`src/core/bst_pkg.sv`:
```
// constants, tables and types for the back-emf sense timing block
package bst_pkg;
   // clock and time units
   localparam int CLK_NS  = 20;                            // 50 MHz period
   localparam int T_US_NS = 1000;                          // one microsecond
   localparam int T_MS_US = 1000;                          // one millisecond
   localparam int US_CYC  = (T_US_NS + CLK_NS - 1) / CLK_NS;
   localparam int US_W    = $clog2(US_CYC);
   localparam int MS_CYC  = T_MS_US * US_CYC;              // above 4096: module param
   localparam logic [US_W-1:0] US_LAST = US_W'(US_CYC - 1);
   // register indices; byte address is four times the index
   localparam logic [7:0] IDX_SETTLE = 8'h28;
   localparam logic [7:0] IDX_ODSAMP = 8'h29;
   localparam logic [7:0] IDX_STATUS = 8'h30;
   localparam logic [9:0] ADR_SETTLE = {IDX_SETTLE, 2'h0};
   localparam logic [9:0] ADR_ODSAMP = {IDX_ODSAMP, 2'h0};
   localparam logic [9:0] ADR_STATUS = {IDX_STATUS, 2'h0};
   // reset values
   localparam logic [7:0] RST_SETTLE = 8'h11;
   localparam logic [7:0] RST_ODSAMP = 8'h0C;
   // field positions
   localparam int F_SETTLE = 4;
   localparam int F_DISCH  = 0;
   localparam int F_OD     = 4;
   localparam int F_SAMP   = 2;
   localparam int F_ZCW    = 0;
   localparam int F_RSV    = 6;
   // delay tables in microseconds, clamp table OD_MS in milliseconds, index is the code
   localparam logic [8:0] LRA_US [16] = '{9'h00F, 9'h019, 9'h032, 9'h04B,
      9'h05A, 9'h069, 9'h078, 9'h087, 9'h096, 9'h0A5, 9'h0B4, 9'h0C3,
      9'h0D2, 9'h0EB, 9'h104, 9'h11D};
   localparam logic [8:0] ERM_US [4]  = '{9'h02D, 9'h04B, 9'h096, 9'h0E1};
   localparam logic [8:0] SAMP_US [4] = '{9'h096, 9'h0C8, 9'h0FA, 9'h12C};
   localparam logic [8:0] ZCW_US [4]  = '{9'h064, 9'h0C8, 9'h12C, 9'h186};
   localparam logic [6:0] OD_MS [4]   = '{7'h00, 7'h19, 7'h32, 7'h64};
   // measurement sequencer states, gray along the path except the SAMPLE to IDLE return (two bits)
   typedef enum logic [2:0] {
      ST_IDLE   = 3'h0,
      ST_DISCH  = 3'h1,
      ST_SETTLE = 3'h3,
      ST_ZCWAIT = 3'h2,
      ST_SAMPLE = 3'h6
   } bst_state_t;
   // decoded configuration fields
   typedef struct packed {
      logic [3:0] settle;
      logic [3:0] disch;
      logic [1:0] od;
      logic [1:0] samp;
      logic [1:0] zcw;
   } bst_cfg_t;
endpackage

```
`src/core/bst_timing.sv`:
```
// back-emf sense sequencer and overdrive clamp timer with avalon registers
//
// Function
// RULE1: settle delay from 4-bit code before sampling
// RULE2: discharge delay from second code, same table
// RULE3: 2-bit clamp code: off, 25/50/100 ms
// RULE4: clamp expiry limits output to rated level
// RULE5: clamp fires on time, not zero crossing
// RULE6: calibration or diagnostics ignore clamp code
// RULE7: calibration always uses automatic overdrive
// RULE8: sample offset wait around crossing, 2-bit code
// RULE9: crossing detect window from 2-bit code
// RULE10: stop drive, discharge, settle, then sample
`timescale 1ns/1ps
`default_nettype none
module bst_timing #(
   parameter int P_MS_CYC = bst_pkg::MS_CYC     // cycles per millisecond
)(
   input  wire logic        i_ref_clk,
   input  wire logic        i_rst_b,
   input  wire logic [9:0]  i_avs_address,      // byte address
   input  wire logic        i_avs_read,
   input  wire logic        i_avs_write,
   input  wire logic [31:0] i_avs_writedata,
   input  wire logic [3:0]  i_avs_byteenable,
   output logic      [31:0] o_avs_readdata,
   output logic             o_avs_waitrequest,
   input  wire logic        i_lra_mode,         // 1 resonant, 0 eccentric mass
   input  wire logic        i_meas_start,       // pulse: begin a measurement
   input  wire logic        i_zero_cross,       // async comparator level
   input  wire logic        i_od_active,        // overdrive or braking period
   input  wire logic        i_cal_active,       // auto-calibration running
   input  wire logic        i_diag_active,      // diagnostics running
   output logic             o_drive_off,        // output stage released
   output logic             o_adc_start,        // pulse: convert back-emf
   output logic             o_rated_clamp,      // clamp to rated voltage
   output logic             o_auto_od           // automatic overdrive in use
);
   localparam int MW = $clog2(P_MS_CYC);
   localparam logic [MW-1:0] MS_LAST = MW'(P_MS_CYC - 1);

   // delay lookup shared by settle and discharge timing
   function automatic logic [8:0] bemf_us(input logic [3:0] code,
                                          input logic lra);
      logic [8:0] v;
      v = bst_pkg::LRA_US[code];
      if (!lra)
      begin
         // eccentric mass has no entry above 3: hold the longest one
         v = (code > 4'h3) ? bst_pkg::ERM_US[3] : bst_pkg::ERM_US[code[1:0]];
      end
      return v;
   endfunction

   // register state
   logic [7:0]          settle_r;           // settle and discharge codes
   logic [7:0]          odsamp_r;           // clamp, sample, window codes
   bst_pkg::bst_cfg_t   cfg;                // decoded fields
   // sequencer state
   bst_pkg::bst_state_t st_r;
   bst_pkg::bst_state_t st_nxt;
   logic [bst_pkg::US_W-1:0] div_r;         // cycles within a microsecond
   logic [8:0]          us_r;               // microseconds in this state
   logic                zc_meta_r;          // synchroniser first stage
   logic                zc_sync_r;          // synchroniser second stage
   logic                zc_dly_r;           // edge detect history
   logic                zc_seen_r;          // crossing found in window
   logic                tout_r;             // window ran out
   // clamp timer
   logic [MW-1:0]       mdiv_r;             // cycles within a millisecond
   logic [6:0]          ms_r;               // milliseconds of overdrive

   assign cfg.settle = settle_r[bst_pkg::F_SETTLE +: 4];
   assign cfg.disch  = settle_r[bst_pkg::F_DISCH +: 4];
   assign cfg.od     = odsamp_r[bst_pkg::F_OD +: 2];
   assign cfg.samp   = odsamp_r[bst_pkg::F_SAMP +: 2];
   assign cfg.zcw    = odsamp_r[bst_pkg::F_ZCW +: 2];

   // bus decode
   wire       req     = i_avs_read | i_avs_write;
   wire       sel_a   = i_avs_address == bst_pkg::ADR_SETTLE;
   wire       sel_b   = i_avs_address == bst_pkg::ADR_ODSAMP;
   wire       sel_s   = i_avs_address == bst_pkg::ADR_STATUS;
   // a write lands only at the edge where waitrequest is seen low
   wire       wr_go   = i_avs_write & ~o_avs_waitrequest & i_avs_byteenable[0];
   wire [7:0] status  = {4'h0, tout_r, zc_seen_r, o_rated_clamp, o_drive_off};
   // unmapped addresses read zero and still complete
   wire [7:0] rd_mux  = sel_a ? settle_r :
                        sel_b ? odsamp_r :
                        sel_s ? status : 8'h00;

   // avalon slave: one wait cycle, then a single answer cycle
   always_ff @(posedge i_ref_clk or negedge i_rst_b)
   begin
      if (!i_rst_b)
      begin
         o_avs_waitrequest <= 1'b1;
         o_avs_readdata    <= 32'h0000_0000;
      end
      else if (req && o_avs_waitrequest)
      begin
         o_avs_waitrequest <= 1'b0;
         o_avs_readdata    <= {24'h00_0000, rd_mux};
      end
      else
      begin
         o_avs_waitrequest <= 1'b1;
      end
   end

   // configuration registers; reserved bits always read zero
   always_ff @(posedge i_ref_clk or negedge i_rst_b)
   begin
      if (!i_rst_b)
      begin
         settle_r <= bst_pkg::RST_SETTLE;
         odsamp_r <= bst_pkg::RST_ODSAMP;
      end
      else if (wr_go && sel_a)
      begin
         settle_r <= i_avs_writedata[7:0];
      end
      else if (wr_go && sel_b)
      begin
         odsamp_r <= {2'h0, i_avs_writedata[bst_pkg::F_RSV-1:0]};
      end
   end

   // comparator crossing: two stages before anything reads it
   always_ff @(posedge i_ref_clk or negedge i_rst_b)
   begin
      if (!i_rst_b)
      begin
         zc_meta_r <= 1'b0;
         zc_sync_r <= 1'b0;
         zc_dly_r  <= 1'b0;
      end
      else
      begin
         zc_meta_r <= i_zero_cross;
         zc_sync_r <= zc_meta_r;
         zc_dly_r  <= zc_sync_r;
      end
   end

   // either polarity of the comparator counts as a crossing
   wire zc_edge = zc_sync_r ^ zc_dly_r;

   // per-state target time in microseconds
   wire [8:0] disch_us  = bemf_us(cfg.disch, i_lra_mode);   // [RULE2]
   wire [8:0] settle_us = bemf_us(cfg.settle, i_lra_mode);  // [RULE1]
   wire [8:0] zcw_us    = bst_pkg::ZCW_US[cfg.zcw];         // [RULE9]
   wire [8:0] samp_us   = bst_pkg::SAMP_US[cfg.samp];       // [RULE8]
   wire [8:0] tgt_us    = (st_r == bst_pkg::ST_DISCH)  ? disch_us  :
                          (st_r == bst_pkg::ST_SETTLE) ? settle_us :
                          (st_r == bst_pkg::ST_ZCWAIT) ? zcw_us    : samp_us;
   wire       us_tick   = div_r == bst_pkg::US_LAST;
   // >= so that a code lowered mid-phase ends it at the next microsecond tick, no wrap
   wire       ph_done   = us_tick & (us_r >= tgt_us - 9'h001);
   // convert request: last cycle of the sample offset
   wire       adc_go    = (st_r == bst_pkg::ST_SAMPLE) & ph_done;

   // measurement order: release drive, discharge, settle, find, sample
   always_comb
   begin
      st_nxt = st_r;
      case (st_r)
         bst_pkg::ST_IDLE:
            if (i_meas_start)
               st_nxt = bst_pkg::ST_DISCH;                 // [RULE10]
         bst_pkg::ST_DISCH:
            if (ph_done)
               st_nxt = bst_pkg::ST_SETTLE;                // [RULE2]
         bst_pkg::ST_SETTLE:
            if (ph_done)
               st_nxt = bst_pkg::ST_ZCWAIT;                // [RULE1]
         bst_pkg::ST_ZCWAIT:
            if (zc_edge || ph_done)
               st_nxt = bst_pkg::ST_SAMPLE;                // [RULE9]
         bst_pkg::ST_SAMPLE:
            if (ph_done)
               st_nxt = bst_pkg::ST_IDLE;                  // [RULE8]
         default:
            st_nxt = bst_pkg::ST_IDLE;
      endcase
   end

   // sequencer registers; the time base restarts on every state change
   always_ff @(posedge i_ref_clk or negedge i_rst_b)
   begin
      if (!i_rst_b)
      begin
         st_r        <= bst_pkg::ST_IDLE;
         div_r       <= '0;
         us_r        <= 9'h000;
         o_drive_off <= 1'b0;
         o_adc_start <= 1'b0;
         zc_seen_r   <= 1'b0;
         tout_r      <= 1'b0;
      end
      else
      begin
         st_r        <= st_nxt;
         div_r       <= (st_nxt != st_r || us_tick) ? '0 : div_r + 1'b1;
         us_r        <= (st_nxt != st_r) ? 9'h000 : us_r + {8'h00, us_tick};
         // drive stays released through the convert pulse: the adc must see a quiet winding
         o_drive_off <= (st_nxt != bst_pkg::ST_IDLE) || adc_go; // [RULE10]
         o_adc_start <= adc_go;                           // [RULE10]
         if (st_r == bst_pkg::ST_IDLE && i_meas_start)
         begin
            zc_seen_r <= 1'b0;
            tout_r    <= 1'b0;
         end
         else if (st_r == bst_pkg::ST_ZCWAIT && zc_edge)
         begin
            zc_seen_r <= 1'b1;
         end
         else if (st_r == bst_pkg::ST_ZCWAIT && ph_done)
         begin
            tout_r <= 1'b1;                                // [RULE9]
         end
      end
   end

   // overdrive clamp timer
   wire       od_ign  = i_cal_active | i_diag_active;      // [RULE6]
   wire       od_en   = (cfg.od != 2'h0) & ~od_ign;        // [RULE3]
   wire       od_on   = od_en & i_od_active;
   wire [6:0] od_lim  = bst_pkg::OD_MS[cfg.od];            // [RULE3]
   wire       ms_hit  = od_on & (ms_r >= od_lim);          // [RULE4]
   wire       ms_tick = mdiv_r == MS_LAST;

   // counts only while overdrive or braking runs; no crossing gate
   always_ff @(posedge i_ref_clk or negedge i_rst_b)
   begin
      if (!i_rst_b)
      begin
         mdiv_r        <= '0;
         ms_r          <= 7'h00;
         o_rated_clamp <= 1'b0;
         o_auto_od     <= 1'b1;
      end
      else
      begin
         if (!od_on)
         begin
            mdiv_r <= '0;
            ms_r   <= 7'h00;
         end
         else if (!ms_hit)
         begin
            mdiv_r <= ms_tick ? '0 : mdiv_r + 1'b1;
            ms_r   <= ms_r + {6'h00, ms_tick};
         end
         o_rated_clamp <= ms_hit;                          // [RULE4] [RULE5]
         o_auto_od     <= ~od_en;                          // [RULE7]
      end
   end

   // checks
   a_settle_time: assert property (@(posedge i_ref_clk) disable iff (!i_rst_b) // [RULE1]
      (st_r == bst_pkg::ST_SETTLE && st_nxt == bst_pkg::ST_ZCWAIT)
      |-> us_tick && us_r + 9'h001 >= settle_us)
      else $error("settle phase ended early");
   a_disch_time: assert property (@(posedge i_ref_clk) disable iff (!i_rst_b) // [RULE2]
      (st_r == bst_pkg::ST_DISCH && st_nxt == bst_pkg::ST_SETTLE)
      |-> us_tick && us_r + 9'h001 >= disch_us)
      else $error("discharge phase ended early");
   a_clamp_off: assert property (@(posedge i_ref_clk) disable iff (!i_rst_b) // [RULE3]
      cfg.od == 2'h0 |=> !o_rated_clamp && o_auto_od)
      else $error("clamp active with code zero");
   a_clamp_fire: assert property (@(posedge i_ref_clk) disable iff (!i_rst_b) // [RULE4]
      (od_on && ms_r >= od_lim) |=> o_rated_clamp)
      else $error("clamp missed expiry");
   a_clamp_timed: assert property (@(posedge i_ref_clk) disable iff (!i_rst_b) // [RULE5]
      $rose(o_rated_clamp) |-> $past(od_on) && $past(ms_r) >= $past(od_lim))
      else $error("clamp rose without timer expiry");
   a_cal_ignore: assert property (@(posedge i_ref_clk) disable iff (!i_rst_b) // [RULE6]
      (i_cal_active || i_diag_active) |=> !o_rated_clamp)
      else $error("clamp during calibration or diagnostics");
   a_cal_auto: assert property (@(posedge i_ref_clk) disable iff (!i_rst_b) // [RULE7]
      i_cal_active |=> o_auto_od)
      else $error("calibration without automatic overdrive");
   a_sample_time: assert property (@(posedge i_ref_clk) disable iff (!i_rst_b) // [RULE8]
      $rose(o_adc_start) |-> $past(us_r) + 9'h001 >= $past(samp_us))
      else $error("sample offset too short");
   a_zc_window: assert property (@(posedge i_ref_clk) disable iff (!i_rst_b) // [RULE9]
      (st_r == bst_pkg::ST_ZCWAIT && !zc_edge && !us_tick)
      |=> st_r == bst_pkg::ST_ZCWAIT)
      else $error("window left without crossing or expiry");
   a_meas_order: assert property (@(posedge i_ref_clk) disable iff (!i_rst_b) // [RULE10]
      (st_r == bst_pkg::ST_IDLE && i_meas_start)
      |=> o_drive_off && st_r == bst_pkg::ST_DISCH && !o_adc_start)
      else $error("measurement did not begin with discharge");
   a_adc_quiet: assert property (@(posedge i_ref_clk) disable iff (!i_rst_b) // [RULE10]
      o_adc_start |-> o_drive_off ##1 !o_adc_start)
      else $error("convert pulse without drive released or too long");
   a_zc_exit: assert property (@(posedge i_ref_clk) disable iff (!i_rst_b) // [RULE9]
      (st_r == bst_pkg::ST_ZCWAIT && zc_edge)
      |=> st_r == bst_pkg::ST_SAMPLE && zc_seen_r)
      else $error("crossing did not end the window");
endmodule // bst_timing
`default_nettype wire

```
`config.mk`:
```
export PLATFORM = sky130hd
export DESIGN_NAME = bst_timing
export DESIGN_NICKNAME = d
export VERILOG_FILES = /design/src/core/bst_pkg.sv /design/src/core/bst_timing.sv
export SDC_FILE = /design/constraint.sdc
export NUM_CORES = 1
export LEC_CHECK = 0
export ABC_AREA = 1
export BUFFER_PORTS_ARGS = -buffer_cell sky130_fd_sc_hd__clkbuf_2
export CORE_ASPECT_RATIO = 1.1
export CORE_MARGIN = 3
export CORE_UTILIZATION = 30
export DETAILED_ROUTE_END_ITERATION = 8
export SYNTH_ARGS = -nofsm -noshare
export SYNTH_HDL_FRONTEND = slang
export SYNTH_SLANG_ARGS = --single-unit
export TNS_END_PERCENT = 1
```
`constraint.sdc`:
```
create_clock -name i_ref_clk -period 5.3 [get_ports i_ref_clk]
set_clock_uncertainty 0.2 [all_clocks]
set_input_delay 1.06 -clock i_ref_clk [delete_from_list [all_inputs] [get_ports i_ref_clk]]
set_output_delay 1.06 -clock i_ref_clk [all_outputs]
set_load 0.05 [all_outputs]
```
# After elaboration in Yosys (flattened, before gate mapping)
# Memories as Yosys holds them, arrays and structs flattened.
# Cells that the tools add are included.
[word_totals]
inputBits = 56
mem_bits_ro = 288
ff_bits = 73
out_inout_bits = 37
memories = 2
[memory_table]
columns = ["name", "depth", "word_bits", "rd", "rd_clocked_by_memory_dff", "wr", "line_no", "source"]
rows = [
  ["(no name shown)", 16, 9, 1, 0, 0, "bst_timing.sv:46", "v = bst_pkg::LRA_US[code];"],
  ["(no name shown)", 16, 9, 1, 0, 0, "bst_timing.sv:46", ""],
]
[classes]
add_sub_neg = 5
order_cmp = 11
eq_ne = 12
n_bitwise = 21
mux = 48
reduce_logical = 16
[ops]
columns = ["cell", "count"]
rows = [
  ["two-way mux 9 bit", 20],
  ["binary-select mux 9 bit (select 2 bit)", 4],
  ["two-way mux 16 bit", 3],
  ["== test 10 x 8 -> 1 bit (second input constant)", 3],
  ["two-way mux 7 bit", 4],
  ["adder 16 x 1 -> 16 bit (second input constant)", 1],
  ["== test 16 bit (second input constant)", 1],
  ["greater-or-equal comparator 3 bit (second input constant)", 5],
  ["two-way mux 3 bit", 5],
  ["NOT 2 -> 3 bit", 5],
  ["case mux 3 bit (5 select lines)", 1],
  ["binary-select mux 7 bit (select 2 bit)", 1],
  ["two-way mux 6 bit", 2],
  ["greater-or-equal comparator 5 bit (second input constant)", 2],
  ["NOT 4 -> 5 bit", 2],
  ["adder 9 x 1 -> 9 bit", 1],
  ["greater-or-equal comparator 9 bit", 1],
  ["subtractor 9 x 1 -> 9 bit (second input constant)", 1],
  ["> comparator 4 x 2 -> 1 bit (second input constant)", 2],
  ["two-way mux 8 bit", 1],
  ["adder 7 x 1 -> 7 bit", 1],
  ["AND 1 bit", 7],
  ["greater-or-equal comparator 7 bit", 1],
  ["adder 6 x 1 -> 6 bit (second input constant)", 1],
  ["17 further kinds", 38],
]

# Logic depth before layout (Yosys ltp)
[logic_depth]
word_depth = 17
depth_mapped = 28
mapped_depth_nobuf = 28

# Worst setup path after synthesis
# No wires, ideal clock.
[synth_path]
path_type = "input to register"
from = "input port i_lra_mode"
to = "register div_r[0] (netlist bit)"
arrival_ns = 3.556
setup_time_ns = 0.076
path_slack_ns = 1.468
path_buffers = 0
path_stages = 25
cell_sequence = "inv_1 > nand3_1 > nand2_2 > clkinv_2 > a21oi_2 > ha_1 > inv_1 > nand3_1 > inv_1 > nor2_4 > nand2_1 > nand2_1 > nand2_1 > ha_1 > nand2_1 > nor2_1 > nand2_1 > nor2_1 > nor2_1 > nand2_1 > nand2_1 > inv_1 > o21ai_1 > nand4_1 > nor2_1"
[synth_between]
elab_chain_len = 12
elab_cells_between_ends = 16
cone_classes = "add/sub (1); order compare (1); eq/ne (1); mux (10); bitwise (1); reduce/logical (2)"
[synth_rtl]
columns = ["item", "line_no", "source"]
rows = [
  ["from (decl)", "bst_timing.sv:28", "input wire logic i_lra_mode,"],
  ["two-way mux 9 bit", "bst_timing.sv:47", "if (!lra)"],
  ["two-way mux 9 bit", "bst_timing.sv:155", "(st_r == bst_pkg::ST_SETTLE) ? settle_us :"],
  ["two-way mux 9 bit *", "bst_timing.sv:154", "wire [8:0] tgt_us = (st_r == bst_pkg::ST_DISCH) ? disch_us :"],
  ["subtractor 9 x 1 -> 9 bit *", "bst_timing.sv:159", "wire ph_done = us_tick & (us_r >= tgt_us - 9'h001);"],
  ["greater-or-equal comparator 9 bit *", "bst_timing.sv:159", ""],
  ["AND 1 bit *", "bst_timing.sv:159", ""],
  ["logical OR 1 bit", "bst_timing.sv:178", "if (zc_edge || ph_done)"],
  ["two-way mux 3 bit", "bst_timing.sv:178", ""],
  ["case mux 3 bit (5 select lines) *", "bst_timing.sv:167", "case (st_r)"],
  ["inequality test 3 bit *", "bst_timing.sv:204", "div_r <= (st_nxt != st_r || us_tick) ? '0 : div_r + 1'b1;"],
  ["logical OR 1 bit *", "bst_timing.sv:204", ""],
  ["two-way mux 6 bit *", "bst_timing.sv:204", ""],
  ["to (signal assigned)", "bst_timing.sv:204", ""],
  ["to (decl)", "bst_timing.sv:62", "logic [bst_pkg::US_W-1:0] div_r;"],
]
# Mark *: on every way between the ends. The rest lies on a longest branch, timed or not.
# A chain may end at the register's enable or synchronous reset.

# Worst setup path after layout
[layout_path]
from = "register settle_r[0]"
to = "register div_r[1] (netlist bit)"
[layout_between]
elab_chain_len = 16
elab_cells_between_ends = 24
cone_classes = "add/sub (1); order compare (2); eq/ne (1); mux (14); bitwise (3); reduce/logical (2); memory (1)"
[layout_rtl]
columns = ["item", "line_no", "source"]
rows = [
  ["from (decl)", "bst_timing.sv:56", "logic [7:0] settle_r;"],
  ["from (signal assigned)", "bst_timing.sv:116", "settle_r <= bst_pkg::RST_SETTLE;"],
  ["from (signal assigned)", "bst_timing.sv:121", "settle_r <= i_avs_writedata[7:0];"],
  ["branches (longest 5 deep; another with memory (16 x 9 bit))", "--", ""],
  ["two-way mux 9 bit *", "bst_timing.sv:47", ""],
  ["two-way mux 9 bit *", "bst_timing.sv:154", ""],
  ["subtractor 9 x 1 -> 9 bit *", "bst_timing.sv:159", ""],
  ["greater-or-equal comparator 9 bit *", "bst_timing.sv:159", ""],
  ["AND 1 bit *", "bst_timing.sv:159", ""],
  ["logical OR 1 bit", "bst_timing.sv:178", ""],
  ["two-way mux 3 bit", "bst_timing.sv:178", ""],
  ["case mux 3 bit (5 select lines) *", "bst_timing.sv:167", ""],
  ["inequality test 3 bit *", "bst_timing.sv:204", ""],
  ["logical OR 1 bit *", "bst_timing.sv:204", ""],
  ["two-way mux 6 bit *", "bst_timing.sv:204", ""],
]
# Mark *: on every way between the ends. The select of a mux whose other input is x is not followed.

==> impl_metrics.ini <==
[sta]
whs_ns = 0.181
max_freq_mhz = 233
relSlewSlack = 0.367
hold_violations = 0
maxSlewViolCount = 0
final-setup-viol-count = 0
fin_crit_ns = 4.29
setup_tns_ns = 0
worst_pin_slew_ns = 0.950
finalWorstSetupSlack_ns = 1.01
period_share = 0.810
rsz0062_at_grt = false

[finish]
final_cells = 1065
synthToLayoutAreaGrowth_pct = 11.3
fin_area_um2 = 6280
fin_util = 0.348
final_nets = 927
diodes = 0
drive_gt1_frac = 0.135

[placement]
placedInstanceArea_um2 = 5990
dp_hpwl_mm = 9.87
dp.cells = 1049
gp_congestion = 0.855
io_buffers = 41
dp_slack_ns = 0.672

[cts]
cts_resized = 0
worstSkewPairLatency_ns = 0.33
clk_pin_slew_worst_paths_ns = 0.05
cts-root-buf = clkbuf_16
htree_num_levels = 3
cts.hold.buffers_added = 0
cts_inserted_buffers = 9
cts_tree = yes
cts.sink_count = 73
post_cts_buffers = 0
cts.path.max_buffers = 2

[floorplanning]
die_x_um = 137
initial_core_util = 0.312
design.die.area_um2 = 20500
num_io_pins = 93
fp.dieH_um = 150
core_area_um2 = 18100
num_rows = 51

[critical_path]
rr_worst_depth = 26
critical_path_class = flop to flop
reg2reg_from = settle_r[0]
crit_buf_inv = 5
max_stage_delay_ns = 0.66
slowest_stage = dfstp_2
reg2reg_slack_ns = 1.01
arrival_ns = 4.35
cp-end-kind = flop
worstPathMaxFanout = 10
critPathTopFamily = simple AND/OR/NAND/NOR gates
r2r_end = div_r[1]
startpoint_type = flop
worstPathRequired_ns = 5.35

[yosys]
async_flop_share = 1.00
yosysSeqAreaShare = 0.325
ys_warn_count = 0
yosys-top-cells-area = dfrtp_1 30%, nand2_1 12%, ha_1 11%, inv_1 6.7%, nor2_1 5.7%
synth_top_flop_cell = dfrtp_1
avgSynthCellArea_um2 = 7.20
synthCells = 784
ys_ff_latch = 73
synth_top_area_share = 0.297
ys_types = 45
synth_top_cell_by_area = dfrtp_1
synth_edf_count = 0
synth.cell_area_um2 = 5640

[drt]
wl_mm = 12.7
ant_nets = 0
drt-initial-drc-count = 295
routedWlPerCell_um = 11.9
dr.pass1.iters = 5
vias = 4914
drc_errors = 0
vias_per_cell = 4.61

[pwr]
ir_drop_mv = 0.243
power.switching_mw = 0.845
power_leakage_nw = 3.01
p_int_mw = 1.23
power_switching_share = 0.407
pwr-share-comb = 0.410
p_per_area_nw_per_um2 = 331
power_mw = 2.08
seq_power_share = 0.303
clock_power_share = 0.288

[min_path]
hp-class = flop to flop
holdPathStages = 0
hold_end = zc_sync_r
min_from = zc_meta_r

[status]
status = completed

[global_route]
grt_max_degree = 74
grt_usage = 0.133
grt_antenna_before_repair = 0
gr-total-overflow = 0
grt_pass1_wl_mm = 22.1
grt_pass1_vias = 4712

[run]
maxCapViolations = 0
==> power by group through the flow <==
stage	Combinational (mW)	Clock, mW	Sequential, mW
global placement	0.857	0	0.639
CTS	0.864	0.623	0.630
floorplan	0.696	0	0.653
finish	0.851	0.598	0.629
global route	0.989	0.643	0.634
detailed placement	0.862	0	0.638
==> routing by layer <==
metal,track usage,wire length (um),up-vias
met2,0.225,6270,64
li1,-,-,2572
met1,0.166,5810,2258
met3,0.0276,338,20
met4,0.0479,298,0
met5,0,0,-
==> flip-flops by register name (all words and copies together) (netlist names) <==
register           cells
div_r                  6
mdiv_r                16
ms_r                   7
o_adc_start            1
o_auto_od              1
o_avs_readdata         8
o_avs_waitrequest      1
o_drive_off            1
o_rated_clamp          1
odsamp_r               6
settle_r               8
st_r                   3
tout_r                 1
us_r                   9
zc_dly_r               1
zc_meta_r              1
zc_seen_r              1
zc_sync_r              1
==> cells in the final DEF (no fill, tap or decap), drive strengths merged, types with 4 or more instances in the layout <==
cell type	synthesis	layout
a21oi	22	22
a221oi	4	4
clkbuf	6	52
clkinv	2	5
conb	1	24
dfrtp	67	67
dfstp	6	6
ha	49	49
inv	112	112
nand2	183	183
nand3	63	63
nand4	19	19
nor2	97	97
nor3	16	16
nor4	5	5
o21a	4	4
o21ai	57	57
o31ai	4	4
xor2	12	12
==> worst max path at each step <==
stage               cells after the start        to        start  slack [ns]
finish                                 26  div_r[1]  settle_r[0]        1.01
global placement                       24  div_r[1]   i_lra_mode        0.68
floorplan                              25  div_r[0]   i_lra_mode        1.47
global route                           26  div_r[0]  settle_r[0]        0.40
detailed placement                     24  div_r[1]   i_lra_mode        0.67
CTS                                    24  div_r[1]  settle_r[0]        0.98
==> Yosys cell counts (3+ instances only) <==
master,instances
nand2_1,173
inv_1,101
nor2_1,85
dfrtp_1,67
nand3_1,58
ha_1,49
o21ai_0,49
buf_4,26
a21oi_1,19
nand4_1,19
nor3_1,15
xor2_1,12
inv_2,10
nand2_2,9
nor2_2,7
o21ai_1,7
buf_2,6
clkbuf_1,6
dfstp_2,6
nand3_2,5
nor2_4,5
nor4_1,5
a221oi_1,4
o21a_1,4
o31ai_1,4
a21oi_2,3
o22ai_1,3
xnor2_1,3
==> area by class of cell <==
type / instances / area (um2)
Sequential cell: 73 / 1830
Clock buffer: 12 / 246
Inverter: 114 / 435
Multi-Input combinational cell: 581 / 3200
Tap cell: 238 / 298
Timing Repair Buffer: 43 / 223
Fill cell: 1932 / 11800
Clock inverter: 4 / 45.0
==> kinds of logic after synthesis <==
group	share of synthesized area
XOR/XNOR	0.0233
other	0.000665
multiplexers	0.00399
AO/OA/AOI/OAI	0.106
buffers and inverters	0.123
flip-flops	0.325
AND/OR/NAND/NOR	0.309
adder cells (fa/ha/maj)	0.109
Note: power is estimated with default switching activity, not from simulation.
